`src/pkg/qeq_pkg.sv`:
```
package qeq_pkg;
  localparam logic [6:0] qeq_slave_addr = 7'h56;
  localparam logic [7:0] qeq_reg_detect_status = 8'h00;
  localparam logic [7:0] qeq_reg_ch01_state = 8'h01;
  localparam logic [7:0] qeq_reg_ch23_state = 8'h02;
  localparam logic [7:0] qeq_reg_ch01_on_boost = 8'h03;
  localparam logic [7:0] qeq_reg_ch23_on_boost = 8'h04;
  localparam logic [7:0] qeq_reg_detect_on = 8'h05;
  localparam logic [7:0] qeq_reg_detect_off = 8'h06;
  localparam logic [7:0] qeq_reg_port_control = 8'h07;
  localparam logic [7:0] qeq_reg_output_swing = 8'h08;
  localparam logic [7:0] qeq_rst_on_boost = 8'h44;
  localparam logic [7:0] qeq_rst_detect_on = 8'h00;
  localparam logic [7:0] qeq_rst_detect_off = 8'h00;
  localparam logic [7:0] qeq_rst_port_control = 8'h00;
  localparam logic [7:0] qeq_rst_output_swing = 8'h78;
  localparam logic [7:0] qeq_mask_port_control = 8'h01;
  localparam logic [7:0] qeq_mask_output_swing = 8'h0c;
  localparam int qeq_swing_lsb = 2;
  localparam int qeq_off_bit_pos = 3;

  typedef struct packed {
    logic       scl;
    logic       sda;
    logic       select;
  } qeq_bus_in_s;

  typedef struct packed {
    logic [3:0] active;
    logic [11:0] boost;
    logic [7:0] rise_level;
    logic [7:0] fall_level;
    logic [1:0] swing;
  } qeq_cfg_s;
endpackage : qeq_pkg

```
`src/core/qeq_smbus_regs.sv`:
```
`timescale 1ns/100ps
// Notes on behaviour
// - ack address match and register address
// - shift out addressed register after ack
// - registers 0..2 read-only status
// - regs 3,4 disable bit and boost
// - register 5 rise detect levels
// - register 6 fall detect levels
// - register 7 bit 0 selects register enable bits over enable pins
// - register 8 bits 3:2 output swing
// - enable from pins or register bits
// - respond only while chip select high
// - slave address 1010110
// - boost from register or boost pins
module qeq_smbus_regs #(
  parameter logic [3:0] REVISION = 4'h1 // arbitrary value
) (
  input wire logic i_clock,
  input wire logic i_arst_n,
  input wire qeq_pkg::qeq_bus_in_s i_bus,
  output logic o_sda_out,
  output logic o_sda_oe,
  input wire logic [3:0] i_channel_signal_present,
  input wire logic [3:0] i_channel_enable_pins,
  input wire logic i_boost_source_pin,
  input wire logic [2:0] i_boost_level_pins,
  output qeq_pkg::qeq_cfg_s o_cfg
);
  import qeq_pkg::*;

  typedef enum logic [2:0] {st_idle, st_addr, st_reg, st_data, st_send, st_ack, st_rack, st_skip} qeq_state_e;

  // two-stage synchronisers; stage one read only by stage two
  qeq_bus_in_s sync1, sync2;
  logic [3:0] sd1, sd2, en1, en2;
  logic fs1, fs2;
  logic [2:0] bp1, bp2;
  logic scl_d, sda_d;
  always_ff @(posedge i_clock or negedge i_arst_n) begin
    if (!i_arst_n) begin
      // select idles low, so no phantom selection right after reset
      sync1 <= '{scl: 1'b1, sda: 1'b1, select: 1'b0};
      sync2 <= '{scl: 1'b1, sda: 1'b1, select: 1'b0};
      sd1 <= '0;
      sd2 <= '0;
      en1 <= '0;
      en2 <= '0;
      fs1 <= 1'b1;
      fs2 <= 1'b1;
      bp1 <= 3'h4;
      bp2 <= 3'h4;
      scl_d <= 1'b1;
      sda_d <= 1'b1;
    end else begin
      sync1 <= i_bus;
      sync2 <= sync1;
      sd1 <= i_channel_signal_present;
      sd2 <= sd1;
      en1 <= i_channel_enable_pins;
      en2 <= en1;
      fs1 <= i_boost_source_pin;
      fs2 <= fs1;
      bp1 <= i_boost_level_pins;
      bp2 <= bp1;
      scl_d <= sync2.scl;
      sda_d <= sync2.sda;
    end
  end

  wire scl_rise = sync2.scl && !scl_d;
  wire scl_fall = !sync2.scl && scl_d;
  wire start_cond = scl_d && sync2.scl && sda_d && !sync2.sda;
  wire stop_cond = scl_d && sync2.scl && !sda_d && sync2.sda;

  logic [7:0] r_ch01, r_ch23, r_on, r_off, r_ctl, r_swing;
  qeq_state_e state;
  logic [7:0] shreg;
  logic [3:0] bitcnt;
  logic [7:0] reg_ptr;
  logic is_read, have_ptr, wr_pulse, ack_ok;
  qeq_state_e after_ack;

  function automatic logic [7:0] read_reg(input logic [7:0] a);
    case (a)
      qeq_reg_detect_status: read_reg = {REVISION, sd2};
      qeq_reg_ch01_state: read_reg = r_ch01;
      qeq_reg_ch23_state: read_reg = r_ch23;
      qeq_reg_ch01_on_boost: read_reg = r_ch01;
      qeq_reg_ch23_on_boost: read_reg = r_ch23;
      qeq_reg_detect_on: read_reg = r_on;
      qeq_reg_detect_off: read_reg = r_off;
      qeq_reg_port_control: read_reg = r_ctl;
      qeq_reg_output_swing: read_reg = r_swing;
      default: read_reg = 8'h00;
    endcase
  endfunction : read_reg

  // protocol engine; all activity gated by chip select
  always_ff @(posedge i_clock or negedge i_arst_n) begin
    if (!i_arst_n) begin
      state <= st_idle;
      shreg <= 8'h00;
      bitcnt <= 4'h0;
      reg_ptr <= 8'h00;
      is_read <= 1'b0;
      have_ptr <= 1'b0;
      wr_pulse <= 1'b0;
      ack_ok <= 1'b0;
      after_ack <= st_idle;
    end else begin
      wr_pulse <= 1'b0;
      if (!sync2.select) begin
        state <= st_idle;
      end else if (start_cond) begin
        state <= st_addr;
        bitcnt <= 4'h0;
        have_ptr <= 1'b0;
      end else if (stop_cond) begin
        state <= st_idle;
      end else begin
        case (state)
          st_addr, st_reg, st_data: begin
            if (scl_rise) begin
              shreg <= {shreg[6:0], sync2.sda};
              bitcnt <= bitcnt + 4'h1;
            end
            if (scl_fall && bitcnt == 4'h8) begin
              bitcnt <= 4'h0;
              ack_ok <= 1'b1;
              if (state == st_addr) begin
                if (shreg[7:1] == qeq_slave_addr) begin
                  is_read <= shreg[0];
                  state <= st_ack;
                  after_ack <= shreg[0] ? st_send : st_reg;
                end else begin
                  state <= st_skip;
                end
              end else if (state == st_reg) begin
                reg_ptr <= shreg;
                have_ptr <= 1'b1;
                state <= st_ack;
                after_ack <= st_data;
              end else begin
                wr_pulse <= 1'b1;
                state <= st_ack;
                after_ack <= st_data;
              end
            end
          end
          st_ack: begin
            if (scl_fall) begin
              ack_ok <= 1'b0;
              state <= after_ack;
              if (after_ack == st_send) begin
                shreg <= read_reg(reg_ptr);
                bitcnt <= 4'h0;
              end
            end
          end
          st_send: begin
            if (scl_fall) begin
              shreg <= {shreg[6:0], 1'b0};
              bitcnt <= bitcnt + 4'h1;
              if (bitcnt == 4'h7) begin
                state <= st_rack;
              end
            end
          end
          st_rack: begin
            // host ack asks for the next byte; nack ends the read
            if (scl_rise) begin
              if (sync2.sda) begin
                state <= st_skip;
              end else begin
                reg_ptr <= reg_ptr + 8'h01;
              end
            end
            if (scl_fall && !sync2.sda) begin
              state <= st_send;
              shreg <= read_reg(reg_ptr);
              bitcnt <= 4'h0;
            end
          end
          default: begin
          end
        endcase
      end
    end
  end

  // data on sda stays until scl falls, ack/data driven low only
  always_comb begin
    o_sda_oe = 1'b0;
    if (state == st_ack) begin
      o_sda_oe = ack_ok;
    end else if (state == st_send) begin
      o_sda_oe = !shreg[7];
    end
  end
  assign o_sda_out = 1'b0;

  // write path; status and unknown offsets drop the write
  always_ff @(posedge i_clock or negedge i_arst_n) begin
    if (!i_arst_n) begin
      r_ch01 <= qeq_rst_on_boost;
      r_ch23 <= qeq_rst_on_boost;
      r_on <= qeq_rst_detect_on;
      r_off <= qeq_rst_detect_off;
      r_ctl <= qeq_rst_port_control;
      r_swing <= qeq_rst_output_swing;
    end else if (wr_pulse && have_ptr) begin
      case (reg_ptr)
        qeq_reg_ch01_on_boost: r_ch01 <= shreg;
        qeq_reg_ch23_on_boost: r_ch23 <= shreg;
        qeq_reg_detect_on: r_on <= shreg;
        qeq_reg_detect_off: r_off <= shreg;
        qeq_reg_port_control: r_ctl <= shreg & qeq_mask_port_control;
        qeq_reg_output_swing: r_swing <= (shreg & qeq_mask_output_swing) | (r_swing & ~qeq_mask_output_swing);
        default: begin
        end
      endcase
    end
  end

  // reserved swing bits hold reset pattern as printed default
  logic [15:0] ctl_bits;
  assign ctl_bits = {r_ch23, r_ch01};
  always_ff @(posedge i_clock or negedge i_arst_n) begin
    if (!i_arst_n) begin
      o_cfg <= '0;
    end else begin
      for (int c = 0; c < 4; c++) begin
        o_cfg.active[c] <= r_ctl[0] ? !ctl_bits[4*c+qeq_off_bit_pos] : en2[c];
        o_cfg.boost[3*c +: 3] <= fs2 ? bp2 : ctl_bits[4*c +: 3];
      end
      o_cfg.rise_level <= r_on;
      o_cfg.fall_level <= r_off;
      o_cfg.swing <= r_swing[qeq_swing_lsb +: 2];
    end
  end
endmodule : qeq_smbus_regs

```
`config.mk`:
```
export PLATFORM = sky130hd
export DESIGN_NAME = qeq_smbus_regs
export DESIGN_NICKNAME = d
export VERILOG_FILES = /design/src/pkg/qeq_pkg.sv /design/src/core/qeq_smbus_regs.sv
export SDC_FILE = /design/constraint.sdc
export NUM_CORES = 1
export LEC_CHECK = 0
export ABC_AREA = 0
export BUFFER_PORTS_ARGS = -buffer_cell sky130_fd_sc_hd__buf_2
export CELL_PAD_IN_SITES_DETAIL_PLACEMENT = 0
export CELL_PAD_IN_SITES_GLOBAL_PLACEMENT = 1
export CORE_UTILIZATION = 50
export CTS_CLUSTER_DIAMETER = 50
export DETAILED_ROUTE_END_ITERATION = 10
export PLACE_DENSITY = 0.87
export SLEW_MARGIN = 0
export SYNTH_ARGS = -nofsm -noshare
export SYNTH_HDL_FRONTEND = slang
export SYNTH_SLANG_ARGS = --single-unit
```
`constraint.sdc`:
```
create_clock -name i_clock -period 3.1 [get_ports i_clock]
set_input_delay 0.62 -clock i_clock [delete_from_list [all_inputs] [get_ports i_clock]]
set_output_delay 0.62 -clock i_clock [all_outputs]
set_load 0.02 [all_outputs]
```
==> flow_summary.toml, run 1 <==
[cts]
cts_buffer_depth = 2
clock_sinks = 130
numCtsBuffers = 17
postCtsHoldBufs = 0
tritoncts = "done"
root_buffer = "clkbuf_8"
ctsResizeCount = 0
htree_num_levels = 4
clk_pin_slew_ns = 0.06
worstSkewPairLatency_ns = 0.52
postCtsSetupBuffers = 0

[pwr]
p_per_area_nw_per_um2 = 839
leakagePower_nw = 2.95
power.total_mw = 5.38
irDropWorstVdd_uv = 465

[placed_design]
io_buffers = 51
place.detailed.hpwl_um = 8070
place.gp.congestion = 0.884
dp_cells = 633

[critical_path]
critPathArrivalTime_ns = 3.03
crit_required_ns = 3.50
critPathLaunchType = "flop"
cp_max_fo = 8
end_kind = "flop"
crit_type = "reg -> reg"

[logic_synthesis]
ys_types = 59
synth.area.top_cells = "dfrtp_1 53%, dfstp_2 7.2%, mux2_2 6.6%"
synth_edf_count = 0
synth.net_count = 489
yosysWarnings = 0
synth_area_sq_um = 5450
yosysTopAreaCellShare_pct = 52.8
synthFlopType = "dfrtp_1"
syn_avg_cell_area_sq_um = 11.7
yosysTopAreaCell = "dfrtp_1"
synthArstFlopShare_pct = 100
ys_seq_area_share_pct = 60.0
ys_ff_latch = 130
syn_inst = 466

[route]
vias = 3889
drtIter0Drc = 390
viasPerCell = 5.86
wl_um = 12100
wl_per_cell_um = 18.2
drc = 0
detail-route-antenna-nets = 0
drt-pass1-iter-count = 6

[timing]
fin_tns_setup_ns = 0
setup-violations-final = 0
min_period_ns = 2.63
hold_ws_ns = 0.0141
worstMarginPinSlew_ns = 0.919
period_share_pct = 85.0
slew-limit-headroom_pct = 38.1
clock.fmax_ghz = 0.380
rsz0062_at_grt = "false"
slew_violations = 0
clock_skew_ns = 0.00639
hold_violations = 0

[floorplan]
die_x_um = 106
io_pins = 53
dieArea_sq_um = 11300
start_util_pct = 52.1
dieHeight_um = 106
rows = 37
core_sq_um = 10500

[finish]
post-route-util_pct = 61.3
final_common_cell = "dfrtp_1"
antenna_cells = 0
fillers = 868
drive_gt1_share_pct = 27.8
nets = 539
stdcell_count = 664
syn2layout_area_growth_pct = 17.6
layout_common_cells = "115 x dfrtp_1, 50 x buf_2, 34 x o21ai_0, 32 x mux2_2, 29 x nand2_1"

[run_status]
status = "complete, no violations"

[global_routing]
grt.total_usage_pct = 23.5
gr-total-overflow = 0
grt_pass1_vias = 3819
grt_first_pass_wirelength_um = 19900
grt_max_degree = 72
antenna_found_initial = 0

[job]
cap_violations = 0

[min_path]
min-delay-path-class = "in -> async"
[stage by stage]
stage / cell area [sq um] / worst slack, ns
floorplan: 5450 / 1.03
global placement: 5830 / 0.746
detailed placement: 5830 / 0.643
CTS: 6410 / 0.547
global route: 6410 / 0.303
finish: 6410 / 0.466
[routing by layer]
layer  track usage (%)  share of wire (%)  vias to the layer above
met2              36.1                 47                      150
met4              9.30                2.0                        0
met5                 0                  0                        -
met3              6.93                6.5                       30
li1                  -                  -                     1772
met1              31.4                 44                     1937
[worst max-delay path, stage by stage (launching register included)]
cell	delay, ns
dfrtp_1	0.45
nor4_1	0.83
nand3_1	0.25
nor2_1	0.40
nand2_2	0.24
mux2_2	0.35
[report_power, final]
group / switching, mW / internal (mW) / total, mW
sequential: 0.398 / 1.89 / 2.28
clock: 0.728 / 1.22 / 1.95
combinational: 0.661 / 0.486 / 1.15
[sequential cells by signal, summed over array words and instances (netlist names), 8 cells and up]
name,count
reg_ptr,8
r_ch01,8
o_cfg,34
shreg,8
r_on,8
r_off,8
r_ch23,8
[logic make-up (layout without fill, tap and decap cells)]
logic type / Yosys count / count (layout) / synth area share (%)
fa+ha+maj: 6 / 6 / 1.38
xor+xnor: 1 / 1 / 0.161
mux: 42 / 42 / 8.44
other cells: 1 / 1 / 0.0688
simple gates: 127 / 127 / 12.6
buf+inv: 50 / 112 / 3.51
compound gates: 109 / 109 / 13.8
flops: 130 / 130 / 60.0
[layout make-up]
cell class | instances | area [sq um] | share of cell area [%]
sequential | 130 | 3270 | 51.0
timing repair buffer | 56 | 308 | 4.80
clock buffer | 18 | 418 | 6.52
inverter | 25 | 93.8 | 1.46
multi-input combinational | 286 | 1990 | 31.0
tap | 136 | 170 | 2.65
clock inverter | 13 | 161 | 2.52
[synth_stat cells (5+ instances only)]
master / n
dfstp_2: 15
dfrtp_1: 115
nor2_1: 26
nand2_1: 29
and3_1: 7
nand2b_1: 6
nor3b_1: 6
clkbuf_1: 24
inv_1: 25
mux2i_1: 10
a221oi_1: 8
nor3_1: 7
a21oi_1: 14
a2bb2oi_1: 5
ha_1: 6
mux2_2: 32
nand3_1: 12
o21ai_0: 34
nand3b_1: 5
[worst paths after layout]
check                                      start         end  slack [ns]  cells past startpoint
min                                     i_arst_n     r_on[3]        0.01                      1
max                                   reg_ptr[4]     r_on[4]        0.47                      5
min in group i_clock       i_boost_level_pins[2]      bp1[2]        0.20                      1
max in group asynchronous               i_arst_n  reg_ptr[5]        2.33                      2
min reg2reg                               en1[2]      en2[2]        0.35                      0
max reg2reg                           reg_ptr[4]     r_on[4]        0.47                      5
(Power assumes the default switching activity.)
==> run 2: changes to the inputs <==
--- a/config.mk
+++ b/config.mk
@@ -9,10 +9,10 @@
 export BUFFER_PORTS_ARGS = -buffer_cell sky130_fd_sc_hd__buf_2
 export CELL_PAD_IN_SITES_DETAIL_PLACEMENT = 0
 export CELL_PAD_IN_SITES_GLOBAL_PLACEMENT = 1
-export CORE_UTILIZATION = 50
+export CORE_UTILIZATION = 43
 export CTS_CLUSTER_DIAMETER = 50
 export DETAILED_ROUTE_END_ITERATION = 10
-export PLACE_DENSITY = 0.87
+export PLACE_DENSITY = 0.8
 export SLEW_MARGIN = 0
 export SYNTH_ARGS = -nofsm -noshare
 export SYNTH_HDL_FRONTEND = slang
==> constraint.sdc (replaced) <==
create_clock -name i_clock -period 2.35 [get_ports i_clock]
set_input_delay 0.47 -clock i_clock [delete_from_list [all_inputs] [get_ports i_clock]]
set_output_delay 0.47 -clock i_clock [all_outputs]
set_load 0.02 [all_outputs]
==> flow_summary.toml, run 2 (synthesis gave the netlist of run 1 again) <==
[run_status]
status = "complete, no violations"

[timing]
slew_violations = 0
fin_tns_setup_ns = 0
setup-violations-final = 0
min_period_ns = 2.20
clock.fmax_ghz = 0.455
hold_ws_ns = 0.0216
clock_skew_ns = 0.0129
period_share_pct = 93.4
slew-limit-headroom_pct = 59.7
rsz0062_at_grt = "false"
worstMarginPinSlew_ns = 0.600
hold_violations = 0

[job]
cap_violations = 0

[critical_path]
crit_type = "reg -> reg"
critPathLaunchType = "flop"
cp_max_fo = 7
critPathArrivalTime_ns = 2.55
end_kind = "flop"
crit_required_ns = 2.71

[floorplan]
start_util_pct = 44.8
die_x_um = 115
dieHeight_um = 115
dieArea_sq_um = 13100
io_pins = 53
core_sq_um = 12200
rows = 40

[route]
drt-pass1-iter-count = 5
detail-route-antenna-nets = 0
wl_per_cell_um = 17.1
drtIter0Drc = 317
viasPerCell = 5.47
drc = 0
wl_um = 12300
vias = 3944

[cts]
clock_sinks = 130
ctsResizeCount = 0
numCtsBuffers = 17
postCtsSetupBuffers = 0
cts_buffer_depth = 2
tritoncts = "done"
postCtsHoldBufs = 0
worstSkewPairLatency_ns = 0.42
clk_pin_slew_ns = 0.06
root_buffer = "clkbuf_16"
htree_num_levels = 4

[global_routing]
grt_first_pass_wirelength_um = 20800
antenna_found_initial = 0
grt_max_degree = 40
grt.total_usage_pct = 21.4
grt_pass1_vias = 3999
gr-total-overflow = 0

[placed_design]
placed_cell_area_sq_um = 6070
place.detailed.hpwl_um = 8730
place.gp.congestion = 0.909
io_buffers = 51

[pwr]
leakagePower_nw = 3.07
irDropWorstVdd_uv = 762
p_per_area_nw_per_um2 = 1090

[finish]
largest_reg_flops = 34
drive_gt1_share_pct = 31.1
multiInputGateArea_sq_um = 1990
nets = 564
fillers = 1033
registers.top_by_ff_count = "o_cfg"
antenna_cells = 0
layout_common_cells = "115 x dfrtp_1, 50 x buf_2, 34 x o21ai_0, 32 x mux2_2"
final_common_cell = "dfrtp_1"
syn2layout_area_growth_pct = 21.3
final_cell_area_sq_um = 6620
register_area_sq_um = 3270

[min_path]
min-delay-path-class = "in -> async"
run 2: changes by cell type in the layout (fill, tap and decap cells not counted):
cell,delta
clkinv_4,+1
clkbuf_8,-1
clkbuf_16,+1
buf_4,+24
clkinvlp_4,-1
buf_12,+1
clkinv_2,+2
bufinv_16,-2
run 2: power by group:
part / leakage [nW] / internal (mW) / total [mW] / switching, mW
registers: 1.63 / 2.49 / 2.81 / 0.316
clock network: 0.262 / 1.44 / 2.41 / 0.964
logic: 1.17 / 0.824 / 1.97 / 1.14
total: 3.07 / 4.76 / 7.18 / 2.43
run 2: cell type report:
cell class / instances / area share (%)
multi-input cells: 286 / 30.1
flip-flops and latches: 130 / 49.5
repair buffers: 81 / 7.68
clock inverters: 13 / 1.70
well taps: 168 / 3.18
inverters: 25 / 1.42
clock buffers: 18 / 6.49
run 2: worst paths after layout:
check,startpoint,endpoint,slack (ns),cells past startpoint
max,reg_ptr[5],shreg[0],0.15,5
min,i_arst_n,o_cfg[12],0.02,1
max reg2reg,reg_ptr[5],shreg[0],0.15,5
min reg2reg,sd1[2],sd2[2],0.35,0
max in group asynchronous,i_arst_n,bp1[2],1.62,2
min in group i_clock,i_bus[2],sync1[2],0.15,1
run 2: metal layers:
layer	share of wire, %	GRT usage (%)	vias up
met3	6.4	6.14	25
met4	1.9	8.83	0
li1	-	-	1825
met2	45	31.4	137
met1	47	29.9	1957
met5	0	0	-
run 2: worst max-delay path, stage by stage (launching register included):
cell and delay (ns):
dfrtp_1 0.43, or4_4 0.57, or3_1 0.38, a311o_1 0.36, o211ai_1 0.24, o21a_1 0.16
run 2: stage by stage:
step / setup slack [ns] / std cells / total power, mW / utilization [%]
after floorplan: 0.280 / 466 / 4.02 / -
after global placement: 0.212 / 690 / 4.73 / 49.9
after detailed placement: 0.175 / 690 / 4.77 / 49.9
after CTS: 0.152 / 721 / 7.21 / 54.4
after global routing: 0.0703 / 721 / 7.58 / 54.4
final: 0.154 / 721 / 7.18 / 54.4
==> run 3: changes to the inputs <==
--- a/config.mk
+++ b/config.mk
@@ -9,10 +9,11 @@
 export BUFFER_PORTS_ARGS = -buffer_cell sky130_fd_sc_hd__buf_2
 export CELL_PAD_IN_SITES_DETAIL_PLACEMENT = 0
 export CELL_PAD_IN_SITES_GLOBAL_PLACEMENT = 1
-export CORE_UTILIZATION = 43
+export CORE_UTILIZATION = 44
+export CTS_BUF_LIST = sky130_fd_sc_hd__clkbuf_8
 export CTS_CLUSTER_DIAMETER = 50
 export DETAILED_ROUTE_END_ITERATION = 10
-export PLACE_DENSITY = 0.8
+export PLACE_DENSITY = 0.81
 export SLEW_MARGIN = 0
 export SYNTH_ARGS = -nofsm -noshare
 export SYNTH_HDL_FRONTEND = slang
==> flow_summary.toml, run 3 (synthesis gave the netlist of run 1 again) <==
[run_status]
status = "complete, no violations"

[job]
cap_violations = 0

[critical_path]
crit_required_ns = 2.71
reg2reg_from = "reg_ptr[5]"
crit_path_end = "shreg[1]"
cp_slowest_stage_delay_ns = 0.58
cp_max_fo = 7
rrSetupSlack_ns = 0.15
critPathArrivalTime_ns = 2.57
crit_start = "reg_ptr[5]"
critPathLaunchType = "flop"
worstPathCellList = "or4_4, or3_1, a311o_1, o21bai_1, a31oi_2"
timing.rr.end = "shreg[1]"
rr_worst_depth = 5
end_kind = "flop"
crit_type = "reg -> reg"
cp_slowest_cell = "or4_4"

[finish]
antenna_cells = 0
post-route-util_pct = 53.4
largest_reg_flops = 34
layout_common_cells = "115 x dfrtp_1, 50 x buf_2, 34 x o21ai_0, 32 x mux2_2, 29 x nand2_1"
final_cell_area_sq_um = 6440
fillers = 1080
nets = 562
final_common_cell = "dfrtp_1"
drive_gt1_share_pct = 30.7
registers.top_by_ff_count = "o_cfg"
stdcell_count = 719
syn2layout_area_growth_pct = 18.2

[route]
wl_per_cell_um = 16.6
wl_um = 11900
vias = 3847
drtIter0Drc = 284
drt-pass1-iter-count = 5
drc = 0
detail-route-antenna-nets = 0
viasPerCell = 5.35

[timing]
period_share_pct = 93.8
rsz0062_at_grt = "false"
hold_ws_ns = 0.129
setup-violations-final = 0
fin_tns_setup_ns = 0
hold_violations = 0
min_period_ns = 2.20
slew_violations = 0
fin_ws_ns = 0.145
clock.fmax_ghz = 0.454
clock_skew_ns = 0.0146

[cts]
numCtsBuffers = 17
worstSkewPairLatency_ns = 0.44
root_buffer = "clkbuf_8"
postCtsSetupBuffers = 0
htree_num_levels = 4
clock_sinks = 130
clk_pin_slew_ns = 0.07
tritoncts = "done"
cts_buffer_depth = 2

[floorplan]
io_pins = 53
core_sq_um = 12100
die_x_um = 113
rows = 40
dieArea_sq_um = 12800
start_util_pct = 45.2
dieHeight_um = 113

[pwr]
leakagePower_nw = 2.99
p_per_area_nw_per_um2 = 1020
irDropWorstVdd_uv = 620
power.total_mw = 6.56

[placed_design]
dp_cells = 687
place.detailed.hpwl_um = 8530
place_ws_ns = 0.156
place.gp.congestion = 0.913
placed_cell_area_sq_um = 6040
io_buffers = 51

[min_path]
hold-path-cell-count = 1
min-delay-path-class = "in -> reg"

[global_routing]
grt_pass1_vias = 3792
antenna_found_initial = 0
grt.busiest_layer = "met2"
grt.total_usage_pct = 20.3
grt_max_degree = 63
grt_use_met1_pct = 27.4
gr-total-overflow = 0
met2_usage_pct = 30.1
grt_util_met3_pct = 6.00
grt_first_pass_wirelength_um = 19500
==> run 3: power by group <==
group / switching, mW / leakage, nW / internal (mW)
clock: 0.876 / 0.200 / 0.995
combinational: 1.06 / 1.16 / 0.794
sequential: 0.348 / 1.63 / 2.49
total: 2.28 / 2.99 / 4.28
==> run 3: routing by layer <==
| metal | vias to the layer above | part of all wire, % |
|---|---|---|
| met3 | 25 | 6.4 |
| met5 | - | 0 |
| met2 | 133 | 45 |
| met4 | 0 | 2.4 |
| met1 | 1879 | 46 |
| li1 | 1810 | - |
==> run 3: timing repair <==
action	4_1_cts	5_1_grt
resized for setup	0	0
endpoints found under the hold margin	10	0
hold buffers	1	0
==> run 3: how the worst min path moves through the flow <==
stage | slack [ns] | from | to
CTS | 0.11 | i_boost_source_pin | fs1
finish | 0.13 | i_boost_source_pin | fs1
detailed placement | 0.32 | i_arst_n | r_off[1]
floorplan | 0.17 | i_arst_n | ack_ok
global route | 0.09 | i_boost_source_pin | fs1
global placement | 0.32 | i_arst_n | r_off[1]
==> run 3: critical path: cells and delay by family (launching register included) <==
family,cells,cell delay [ns]
AO/OA/AOI/OAI,3,0.73
flip-flops,1,0.43
AND/OR/NAND/NOR,2,0.96
==> run 3: area by class of cell <==
cell class / count / area [sq um] / share of cell area [%]
timing repair buffer: 79 / 483 / 7.50
clock buffer: 19 / 262 / 4.06
clock inverter: 12 / 133 / 2.06
inverter: 25 / 93.8 / 1.46
multi-input combinational: 286 / 1990 / 30.9
tap: 168 / 210 / 3.26
sequential: 130 / 3270 / 50.8
